[src/pwm_timer_pkg.sv]
// Shared constants and types for the phase-correct PWM timer
package pwm_timer_pkg;

    localparam int ADDR_W = 4;
    localparam int DATA_W = 8;

    // Register offsets
    localparam logic [3:0] OFF_CONTROL     = 4'h0;
    localparam logic [3:0] OFF_CLOCK_SEL   = 4'h1;
    localparam logic [3:0] OFF_COUNT_LO    = 4'h2;
    localparam logic [3:0] OFF_COUNT_HI    = 4'h3;
    localparam logic [3:0] OFF_CMP_A_LO    = 4'h4;
    localparam logic [3:0] OFF_CMP_A_HI    = 4'h5;
    localparam logic [3:0] OFF_CMP_B_LO    = 4'h6;
    localparam logic [3:0] OFF_CMP_B_HI    = 4'h7;
    localparam logic [3:0] OFF_IRQ_STATUS  = 4'h8;
    localparam logic [3:0] OFF_IRQ_MASK    = 4'h9;

    // Control register fields
    localparam int CTL_MODE_A_HI = 7;
    localparam int CTL_MODE_A_LO = 6;
    localparam int CTL_MODE_B_HI = 5;
    localparam int CTL_MODE_B_LO = 4;
    localparam int CTL_RES_HI    = 1;
    localparam int CTL_RES_LO    = 0;

    // Status and mask bit positions
    localparam int ST_OVERFLOW = 0;
    localparam int ST_MATCH_A  = 1;
    localparam int ST_MATCH_B  = 2;

    // Reset values
    localparam logic [7:0] CONTROL_RST  = 8'h00;
    localparam logic [2:0] CLK_SEL_RST  = 3'h0;
    localparam logic [9:0] CMP_RST      = 10'h000;
    localparam logic [9:0] COUNT_RST    = 10'h000;
    localparam logic [2:0] IRQ_RST      = 3'h0;

    // Clock select codes
    localparam logic [2:0] CS_STOP   = 3'h0;
    localparam logic [2:0] CS_DIV1   = 3'h1;
    localparam logic [2:0] CS_DIV8   = 3'h2;
    localparam logic [2:0] CS_DIV64  = 3'h3;
    localparam logic [2:0] CS_DIV256 = 3'h4;
    localparam logic [2:0] CS_DIV1K  = 3'h5;

    // Peaks per resolution
    localparam logic [9:0] PEAK_8  = 10'h0ff;
    localparam logic [9:0] PEAK_9  = 10'h1ff;
    localparam logic [9:0] PEAK_10 = 10'h3ff;

    localparam int PRESCALE_W = 10;

    // Output modes
    localparam logic [1:0] MODE_NONINV = 2'h2;
    localparam logic [1:0] MODE_INV    = 2'h3;

    typedef struct packed {
        logic [ADDR_W-1:0] addr;
        logic [DATA_W-1:0] wdata;
        logic              wr;
        logic              rd;
    } reg_req_t;

endpackage
[src/pwm_compare_channel.sv]
// One compare channel: double-buffered value, match and pin logic
`timescale 1ns/1ps
module pwm_compare_channel #(
    parameter int CMP_W = 10
) (
    // Clock and reset
    input  wire logic             i_sys_clk,
    input  wire logic             i_reset_n,
    // Counter state
    input  wire logic             i_tick,
    input  wire logic [CMP_W-1:0] i_count,
    input  wire logic             i_counting_up,
    input  wire logic             i_at_peak,
    input  wire logic             i_div1,
    // Software side
    input  wire logic             i_wr_en,
    input  wire logic [CMP_W-1:0] i_wr_value,
    input  wire logic [1:0]       i_mode,
    // Results
    output logic [CMP_W-1:0]      o_held_value,
    output logic                  o_match,
    output logic                  o_pin
);
    if (CMP_W != 10) $error("CMP_W must be 10");

    logic [CMP_W-1:0] hold_reg, hold_next;
    logic [CMP_W-1:0] active_reg, active_next;
    logic             pin_reg, pin_next;
    logic             peak_set_reg, peak_set_next;
    logic             match;

    always_comb
    begin
        hold_next     = i_wr_en ? i_wr_value : hold_reg;
        active_next   = active_reg;
        pin_next      = pin_reg;
        peak_set_next = peak_set_reg;
        match         = 1'b0;
        if (i_tick)
        begin
            match = (i_count == active_reg);
            if (match && i_mode[1])
            begin
                if (i_at_peak && i_count != '0)
                begin
                    // Peak match: up and down match coincide at the turn
                    if (!i_div1 && !peak_set_reg)
                    begin
                        pin_next      = ~i_mode[0];
                        peak_set_next = 1'b1;
                    end
                    else if (!i_div1)
                    begin
                        pin_next      = i_mode[0];
                        peak_set_next = 1'b0;
                    end
                    else
                        pin_next = ~i_mode[0];
                end
                // Zero is the turn point, so its match acts as up-count
                else if (i_counting_up || i_count == '0)
                    pin_next = i_mode[0];
                else
                    pin_next = ~i_mode[0];
            end
            if (i_at_peak)
                active_next = hold_reg;
        end
    end

    always_ff @(posedge i_sys_clk or negedge i_reset_n)
    begin
        if (!i_reset_n)
        begin
            hold_reg     <= '0;
            active_reg   <= '0;
            pin_reg      <= 1'b0;
            peak_set_reg <= 1'b0;
        end
        else
        begin
            hold_reg     <= hold_next;
            active_reg   <= active_next;
            pin_reg      <= pin_next;
            peak_set_reg <= peak_set_next;
        end
    end

    assign o_held_value = hold_reg;
    assign o_match      = match;
    assign o_pin        = pin_reg;

    property p_transfer;
        @(posedge i_sys_clk) disable iff (!i_reset_n)
        (i_tick && i_at_peak) |=> (active_reg == $past(hold_reg));
    endproperty
    a_transfer: assert property (p_transfer) else $error("compare transfer missed");

    property p_noninv_up;
        @(posedge i_sys_clk) disable iff (!i_reset_n)
        (i_tick && match && i_mode == 2'h2 && i_counting_up && !i_at_peak) |=> !pin_reg;
    endproperty
    a_noninv_up: assert property (p_noninv_up) else $error("non-inverted up match wrong");

    property p_inv_up;
        @(posedge i_sys_clk) disable iff (!i_reset_n)
        (i_tick && match && i_mode == 2'h3 && i_counting_up && !i_at_peak) |=> pin_reg;
    endproperty
    a_inv_up: assert property (p_inv_up) else $error("inverted up match wrong");

    property p_no_write_drift;
        @(posedge i_sys_clk) disable iff (!i_reset_n)
        (!(i_tick && i_at_peak)) |=> $stable(active_reg);
    endproperty
    a_no_write_drift: assert property (p_no_write_drift) else $error("active changed off peak");

    property p_readback;
        @(posedge i_sys_clk) disable iff (!i_reset_n)
        i_wr_en |=> (o_held_value == $past(i_wr_value));
    endproperty
    a_readback: assert property (p_readback) else $error("readback not latest write");
endmodule

[src/pwm_timer.sv]
// Dual phase-correct PWM timer with register port and interrupt
//
// How it works
// - Count zero to peak, back down, forever
// - Peak 255, 511 or 1023 by resolution
// - Compare counter to ten low compare bits
// - Mode 10: clear up, set down
// - Mode 11: clear down, set up
// - Modes 00 and 01 disconnect the pin
// - Compare writes held until peak transfer
// - Compare read returns most recent write
// - Zero or undivided peak compare gives fixed level
// - Peak compare undivided: no pulse
// - Peak compare divided: one-period pulse
// - Overflow flag set leaving zero
// - Flags request interrupt when enabled
// - Match flag set only on event
//
// Local design decisions: the address-and-strobe port and the address map.
`timescale 1ns/1ps
module pwm_timer #(
    parameter int CNT_W = 10
) (
    // Clock and reset
    input  wire logic       i_sys_clk,
    input  wire logic       i_reset_n,
    // Register port
    input  wire logic [3:0] i_addr,
    input  wire logic [7:0] i_wdata,
    input  wire logic       i_wr,
    input  wire logic       i_rd,
    output logic [7:0]      o_rdata,
    // Pins and interrupt
    output logic            o_pwm_out_a,
    output logic            o_pwm_out_a_oe,
    output logic            o_pwm_out_b,
    output logic            o_pwm_out_b_oe,
    output logic            o_irq
);
    if (CNT_W != 10) $error("CNT_W must be 10");

    pwm_timer_pkg::reg_req_t req;
    assign req = '{addr: i_addr, wdata: i_wdata, wr: i_wr, rd: i_rd};

    // Registers
    logic [7:0]       timer_control_a_reg, timer_control_a_next;
    logic [2:0]       clock_select_reg, clock_select_next;
    logic [7:0]       byte_latch_reg, byte_latch_next;
    logic [2:0]       irq_status_reg, irq_status_next;
    logic [2:0]       irq_mask_reg, irq_mask_next;
    logic [7:0]       rdata_reg, rdata_next;
    logic [CNT_W-1:0] counter_value_reg, counter_value_next;
    logic             counting_up_reg, counting_up_next;
    logic [pwm_timer_pkg::PRESCALE_W-1:0] presc_reg, presc_next;

    logic [CNT_W-1:0] peak;
    logic             tick;
    logic             at_peak;
    logic             wr_cmp_a;
    logic             wr_cmp_b;
    logic [CNT_W-1:0] held_a;
    logic [CNT_W-1:0] held_b;
    logic             match_a;
    logic             match_b;
    logic             pin_a;
    logic             pin_b;
    logic             overflow_evt;
    logic             wr_count;

    // Resolution select
    always_comb
    begin
        unique case (timer_control_a_reg[pwm_timer_pkg::CTL_RES_HI:pwm_timer_pkg::CTL_RES_LO])
            2'h1:    peak = pwm_timer_pkg::PEAK_8;
            2'h2:    peak = pwm_timer_pkg::PEAK_9;
            default: peak = pwm_timer_pkg::PEAK_10;
        endcase
    end

    // Prescaler: stopped clock select yields no ticks
    always_comb
    begin
        presc_next = presc_reg + 1'b1;
        unique case (clock_select_reg)
            pwm_timer_pkg::CS_DIV1:   tick = 1'b1;
            pwm_timer_pkg::CS_DIV8:   tick = (presc_reg[2:0] == 3'h7);
            pwm_timer_pkg::CS_DIV64:  tick = (presc_reg[5:0] == 6'h3f);
            pwm_timer_pkg::CS_DIV256: tick = (presc_reg[7:0] == 8'hff);
            pwm_timer_pkg::CS_DIV1K:  tick = (presc_reg == 10'h3ff);
            default:                  tick = 1'b0;
        endcase
        if (clock_select_reg == pwm_timer_pkg::CS_STOP)
            presc_next = '0;
    end

    assign at_peak = (counter_value_reg == peak);

    // Counter direction and value
    always_comb
    begin
        counter_value_next = counter_value_reg;
        counting_up_next   = counting_up_reg;
        overflow_evt       = 1'b0;
        wr_count           = req.wr && req.addr == pwm_timer_pkg::OFF_COUNT_LO;
        if (wr_count)
            counter_value_next = {byte_latch_reg[1:0], req.wdata};
        else if (tick)
        begin
            if (counter_value_reg >= peak)
            begin
                counting_up_next   = 1'b0;
                counter_value_next = peak - 1'b1;
            end
            else if (counter_value_reg == '0)
            begin
                counting_up_next   = 1'b1;
                counter_value_next = 10'h001;
                overflow_evt       = 1'b1;
            end
            else if (counting_up_reg)
                counter_value_next = counter_value_reg + 1'b1;
            else
                counter_value_next = counter_value_reg - 1'b1;
        end
    end

    assign wr_cmp_a = req.wr && req.addr == pwm_timer_pkg::OFF_CMP_A_LO;
    assign wr_cmp_b = req.wr && req.addr == pwm_timer_pkg::OFF_CMP_B_LO;

    pwm_compare_channel #(.CMP_W(CNT_W)) u_chan_a (
        .i_sys_clk     (i_sys_clk),
        .i_reset_n     (i_reset_n),
        .i_tick        (tick),
        .i_count       (counter_value_reg),
        .i_counting_up (counting_up_reg),
        .i_at_peak     (at_peak),
        .i_div1        (clock_select_reg == pwm_timer_pkg::CS_DIV1),
        .i_wr_en       (wr_cmp_a),
        .i_wr_value    ({byte_latch_reg[1:0], req.wdata}),
        .i_mode        (timer_control_a_reg[pwm_timer_pkg::CTL_MODE_A_HI:
                                            pwm_timer_pkg::CTL_MODE_A_LO]),
        .o_held_value  (held_a),
        .o_match       (match_a),
        .o_pin         (pin_a)
    );

    pwm_compare_channel #(.CMP_W(CNT_W)) u_chan_b (
        .i_sys_clk     (i_sys_clk),
        .i_reset_n     (i_reset_n),
        .i_tick        (tick),
        .i_count       (counter_value_reg),
        .i_counting_up (counting_up_reg),
        .i_at_peak     (at_peak),
        .i_div1        (clock_select_reg == pwm_timer_pkg::CS_DIV1),
        .i_wr_en       (wr_cmp_b),
        .i_wr_value    ({byte_latch_reg[1:0], req.wdata}),
        .i_mode        (timer_control_a_reg[pwm_timer_pkg::CTL_MODE_B_HI:
                                            pwm_timer_pkg::CTL_MODE_B_LO]),
        .o_held_value  (held_b),
        .o_match       (match_b),
        .o_pin         (pin_b)
    );

    // Register file, shared byte latch and sticky flags
    always_comb
    begin
        timer_control_a_next = timer_control_a_reg;
        clock_select_next    = clock_select_reg;
        byte_latch_next      = byte_latch_reg;
        irq_mask_next        = irq_mask_reg;
        irq_status_next      = irq_status_reg;
        rdata_next           = 8'h00;
        // Read clears first so a same-cycle event survives
        if (req.rd && req.addr == pwm_timer_pkg::OFF_IRQ_STATUS)
            irq_status_next = 3'h0;
        if (overflow_evt)
            irq_status_next[pwm_timer_pkg::ST_OVERFLOW] = 1'b1;
        if (match_a)
            irq_status_next[pwm_timer_pkg::ST_MATCH_A] = 1'b1;
        if (match_b)
            irq_status_next[pwm_timer_pkg::ST_MATCH_B] = 1'b1;
        if (req.wr)
        begin
            unique case (req.addr)
                pwm_timer_pkg::OFF_CONTROL:   timer_control_a_next = req.wdata;
                pwm_timer_pkg::OFF_CLOCK_SEL: clock_select_next = req.wdata[2:0];
                pwm_timer_pkg::OFF_COUNT_HI,
                pwm_timer_pkg::OFF_CMP_A_HI,
                pwm_timer_pkg::OFF_CMP_B_HI:  byte_latch_next = req.wdata;
                pwm_timer_pkg::OFF_IRQ_MASK:  irq_mask_next = req.wdata[2:0];
                default:                      byte_latch_next = byte_latch_reg;
            endcase
        end
        if (req.rd)
        begin
            unique case (req.addr)
                pwm_timer_pkg::OFF_CONTROL:    rdata_next = timer_control_a_reg;
                pwm_timer_pkg::OFF_CLOCK_SEL:  rdata_next = {5'h00, clock_select_reg};
                pwm_timer_pkg::OFF_COUNT_LO:
                begin
                    rdata_next      = counter_value_reg[7:0];
                    byte_latch_next = {6'h00, counter_value_reg[9:8]};
                end
                pwm_timer_pkg::OFF_CMP_A_LO:
                begin
                    rdata_next      = held_a[7:0];
                    byte_latch_next = {6'h00, held_a[9:8]};
                end
                pwm_timer_pkg::OFF_CMP_B_LO:
                begin
                    rdata_next      = held_b[7:0];
                    byte_latch_next = {6'h00, held_b[9:8]};
                end
                pwm_timer_pkg::OFF_COUNT_HI,
                pwm_timer_pkg::OFF_CMP_A_HI,
                pwm_timer_pkg::OFF_CMP_B_HI:   rdata_next = byte_latch_reg;
                pwm_timer_pkg::OFF_IRQ_STATUS: rdata_next = {5'h00, irq_status_reg};
                pwm_timer_pkg::OFF_IRQ_MASK:   rdata_next = {5'h00, irq_mask_reg};
                default:                       rdata_next = 8'h00;
            endcase
        end
    end

    always_ff @(posedge i_sys_clk or negedge i_reset_n)
    begin
        if (!i_reset_n)
        begin
            timer_control_a_reg <= pwm_timer_pkg::CONTROL_RST;
            clock_select_reg    <= pwm_timer_pkg::CLK_SEL_RST;
            byte_latch_reg      <= 8'h00;
            irq_status_reg      <= pwm_timer_pkg::IRQ_RST;
            irq_mask_reg        <= pwm_timer_pkg::IRQ_RST;
            rdata_reg           <= 8'h00;
            counter_value_reg   <= pwm_timer_pkg::COUNT_RST;
            counting_up_reg     <= 1'b1;
            presc_reg           <= '0;
        end
        else
        begin
            timer_control_a_reg <= timer_control_a_next;
            clock_select_reg    <= clock_select_next;
            byte_latch_reg      <= byte_latch_next;
            irq_status_reg      <= irq_status_next;
            irq_mask_reg        <= irq_mask_next;
            rdata_reg           <= rdata_next;
            counter_value_reg   <= counter_value_next;
            counting_up_reg     <= counting_up_next;
            presc_reg           <= presc_next;
        end
    end

    assign o_rdata        = rdata_reg;
    assign o_irq          = |(irq_status_reg & irq_mask_reg);
    assign o_pwm_out_a_oe = timer_control_a_reg[pwm_timer_pkg::CTL_MODE_A_HI];
    assign o_pwm_out_b_oe = timer_control_a_reg[pwm_timer_pkg::CTL_MODE_B_HI];
    assign o_pwm_out_a    = o_pwm_out_a_oe & pin_a;
    assign o_pwm_out_b    = o_pwm_out_b_oe & pin_b;

    property p_turn_at_peak;
        @(posedge i_sys_clk) disable iff (!i_reset_n)
        (tick && at_peak && !wr_count) |=> (!counting_up_reg && counter_value_reg == $past(peak) - 1'b1);
    endproperty
    a_turn_at_peak: assert property (p_turn_at_peak) else $error("no turn at peak");

    property p_overflow_leave_zero;
        @(posedge i_sys_clk) disable iff (!i_reset_n)
        (tick && counter_value_reg == '0 && !wr_count) |=> irq_status_reg[0];
    endproperty
    a_overflow_leave_zero: assert property (p_overflow_leave_zero) else $error("overflow missed");

    property p_irq_level;
        @(posedge i_sys_clk) disable iff (!i_reset_n)
        (o_irq && !req.rd && !req.wr) |=> o_irq;
    endproperty
    a_irq_level: assert property (p_irq_level) else $error("irq level wrong");

    property p_flag_only_on_event;
        @(posedge i_sys_clk) disable iff (!i_reset_n)
        (!irq_status_reg[1] && !match_a) |=> !irq_status_reg[1];
    endproperty
    a_flag_only_on_event: assert property (p_flag_only_on_event) else $error("flag set without event");

    property p_disconnected;
        @(posedge i_sys_clk) disable iff (!i_reset_n)
        !timer_control_a_reg[7] |-> (!o_pwm_out_a && !o_pwm_out_a_oe);
    endproperty
    a_disconnected: assert property (p_disconnected) else $error("pin driven when off");
endmodule

[config.mk]
export PLATFORM = sky130hd
export DESIGN_NAME = pwm_timer
export DESIGN_NICKNAME = d
export VERILOG_FILES = /design/src/pwm_timer_pkg.sv /design/src/pwm_compare_channel.sv /design/src/pwm_timer.sv
export SDC_FILE = /design/constraint.sdc
export NUM_CORES = 1
export LEC_CHECK = 0
export ABC_AREA = 1
export BUFFER_PORTS_ARGS = -buffer_cell sky130_fd_sc_hd__buf_2
export CELL_PAD_IN_SITES_DETAIL_PLACEMENT = 0
export CELL_PAD_IN_SITES_GLOBAL_PLACEMENT = 1
export CORE_MARGIN = 10
export CORE_UTILIZATION = 34
export DETAILED_ROUTE_END_ITERATION = 10
export GPL_ROUTABILITY_DRIVEN = 0
export PLACE_DENSITY_LB_ADDON = 0.15
export SLEW_MARGIN = 25
export SYNTH_ARGS = -nofsm -noshare
export SYNTH_HDL_FRONTEND = slang
export SYNTH_HIERARCHICAL = 1
export SYNTH_SLANG_ARGS = --single-unit
[constraint.sdc]
create_clock -name i_sys_clk -period 3.4 [get_ports i_sys_clk]
set_input_delay 0.34 -clock i_sys_clk [delete_from_list [all_inputs] [get_ports i_sys_clk]]
set_output_delay 0.34 -clock i_sys_clk [all_outputs]
set_load 0.01 [all_outputs]
==> run metrics <==
status completed; Worst setup SP type flop; placed cells around 1000; leading post-synthesis cells by cell area dfrtp_1 43%, nand2_1 14%, inv_1 7.9%; Pwr Total 4.34 mW; postcts setup bufs 0; Yosys cell types 42; Seq pwr share 39.3%; DIE AREA 22000 um^2; Top Ports 29; worst path cell trace ha_1, nand3_1, nor3_1, nand2_1, nand3_1, nand2_1, nor2_1, nand2_1, nor4_1, o21bai_1; # nets final 823; Least-Margin Pin Slew between 0.8 and 0.9 ns; commonest non-fill, non-tap cells in the layout 205 x nand2_1, 117 x inv_1, 97 x dfrtp_1; Comb pwr share 35.5%; CTS buffer count 9; area grow syn2layout 12.7%; Yosys top cell by area dfrtp_1; Starting Density 35.0%; routed wire length around 17000 um; Clock Skew about 0.010 ns; antenna violations before repair 0; critical path class flop to flop; Switch Pwr 1.82 mW; Max Slew Vio Count 0; cell family with most CP delay simple AND/OR/NAND/NOR gates; Die W 148 um; post-cts resize count 0; H-tree levels 3; final hold vios 0; GRT Util Overall about 16%; Worst-path clk slew 0.08 ns; CP max stage delay 0.60 ns; switching share of power 41.9%; #FFs+latches synth 98; DR pass1 iterations 5; critical path data required time roughly 3.7 ns; antenna-violating nets left 0; global-route wire length before repair 26900 um; slowest CP cell nor4_1; leakage power total 3.17 nW; r2r setup slk 0.71 ns; most used cell, CP nand2_1; cells after synthesis 761; # DRC 0; fin util 39.4%; hold crit path type primary input to asynchronous set/reset pin; core box area 16000 um^2; Period minus WS final approximately 2.7 ns; Via density 4.84; Pint 2.52 mW; CP max FO 6; Worst Slack Setup Final 0.708 ns; mapped cell area around 5600 um^2; vias roughly 4900; hpwl dp around 13000 um; Clock Tree Root clkbuf_16; layout cells sized above 1 9.77%; Antenna Diode Count 0; max-cap viol count 0; Rows 46; Post-synth EDFFs 0; PortBufs 28; Initial DRC Count around 290; Mapped Nets 791; CTS Buffer Depth 2; final setup vio count 0; Top FF cell, synth dfrtp_1; Buf/Inv on CP 0; Yosys top cell area share a little over two fifths; vias in the first global route a little under 5000; pin count of the biggest net entering global routing between 80 and 90; WP data arrival 2.98 ns; Rel. slew slack 45.7%; CTS sink count 98; clk_lat worst skew ~0.36 ns; sequential area share after synthesis 43.9%; pre-CTS WS 0.576 ns; # fillers 1808; non-filler cells in the finished layout 1014; pwr/cell area slightly below 700 nW/um^2; Congestion Overflow GR 0; commonest non-fill, non-tap cell in the layout nand2_1; crit share post-route 79.2%; cts hold-fix bufs 0; routed length per instance between 15 and 20 um; Yosys Warn Count 6; clock power share 25.2%; TNS Setup 0 ns; asr flop ratio synth 100%; maximum vdd ir drop 0.000258 V; Max Fclk 371 MHz; syn avg cell area 7.35 um^2; CTS tree built; CP Capture Type flop; RSZ-0062 raised after global routing false; Die Span Y 148 um
metal layers:
metal  wire [um]  GRT usage, %  share of wire [%]
met3         617          2.03                3.7
met4         235          4.71                1.4
met5           0             0                  0
met1        8050          20.8                 48
met2        7980          25.9                 47
final timing paths:
check / startpoint / endpoint / depth (start not counted)
max: presc_reg[0]$_DFF_PN0_ / irq_status_reg[2]$_DFFE_PN0P_ / 10
min: i_reset_n / byte_latch_reg[3]$_DFF_PN0_ / 1
max reg2reg: presc_reg[0]$_DFF_PN0_ / irq_status_reg[2]$_DFFE_PN0P_ / 10
min reg2reg: presc_reg[0]$_DFF_PN0_ / presc_reg[0]$_DFF_PN0_ / 1
max in group asynchronous: i_reset_n / u_chan_b/active_reg[8]$_DFFE_PN0P_ / 2
min in group i_sys_clk: i_wdata[0] / u_chan_a/o_held_value[0]$_DFFE_PN0P_ / 3
power groups by stage:
stage,clock network [mW],registers [mW],logic [mW]
2_1_floorplan,0,1.60,1.11
3_3_place_gp,0,1.72,1.53
3_5_place_dp,0,1.72,1.54
4_1_cts,1.11,1.70,1.55
5_1_grt,1.16,1.74,1.77
6_report,1.09,1.71,1.54
synth_stat cells, types with 2 or more instances:
cell	n
nor3b_1	2
nand3_1	41
nand4_1	7
clkinv_1	2
o21bai_1	3
nor2_1	82
nor3_1	6
o21ai_0	86
mux2_2	2
clkbuf_1	10
dfrtp_1	97
or2_2	2
nor4_1	2
inv_2	6
a21oi_1	21
nor2_2	4
o22ai_1	4
a211oi_1	11
inv_1	117
nand4_2	2
nand2_1	205
ha_1	13
o21ai_1	4
xnor2_1	7
buf_2	3
xor2_1	6
area by class of cell:
type / instances / area (um^2) / area share [%]
clock buffer: 9 / 225 / 3.57
clock inverter: 7 / 85.1 / 1.35
inverter: 126 / 478 / 7.58
multi-input combinational: 523 / 2590 / 41.1
sequential: 98 / 2450 / 38.9
tap: 216 / 270 / 4.29
timing repair buffer: 35 / 199 / 3.16
stage by stage:
| step | hold slack [ns] | area [um^2] |
|---|---|---|
| 6_report | 0.0352 | 6300 |
| 3_3_place_gp | 0.443 | 5990 |
| 4_1_cts | 0.0870 | 6300 |
| 2_1_floorplan | 0.0444 | 5590 |
| 3_5_place_dp | 0.470 | 5990 |
| 5_1_grt | 0.116 | 6300 |
kinds of logic (layout without fill, tap and decap cells):
group / count (synthesis) / after routing / share of synthesized area [%]
mux: 2 / 2 / 0.403
compound gates: 133 / 133 / 12.9
xor+xnor: 13 / 13 / 2.04
fa+ha+maj: 14 / 14 / 3.27
flops: 98 / 98 / 43.9
buf+inv: 140 / 177 / 9.75
simple gates: 361 / 361 / 27.7
Note: power is estimated with default switching activity, not from simulation.
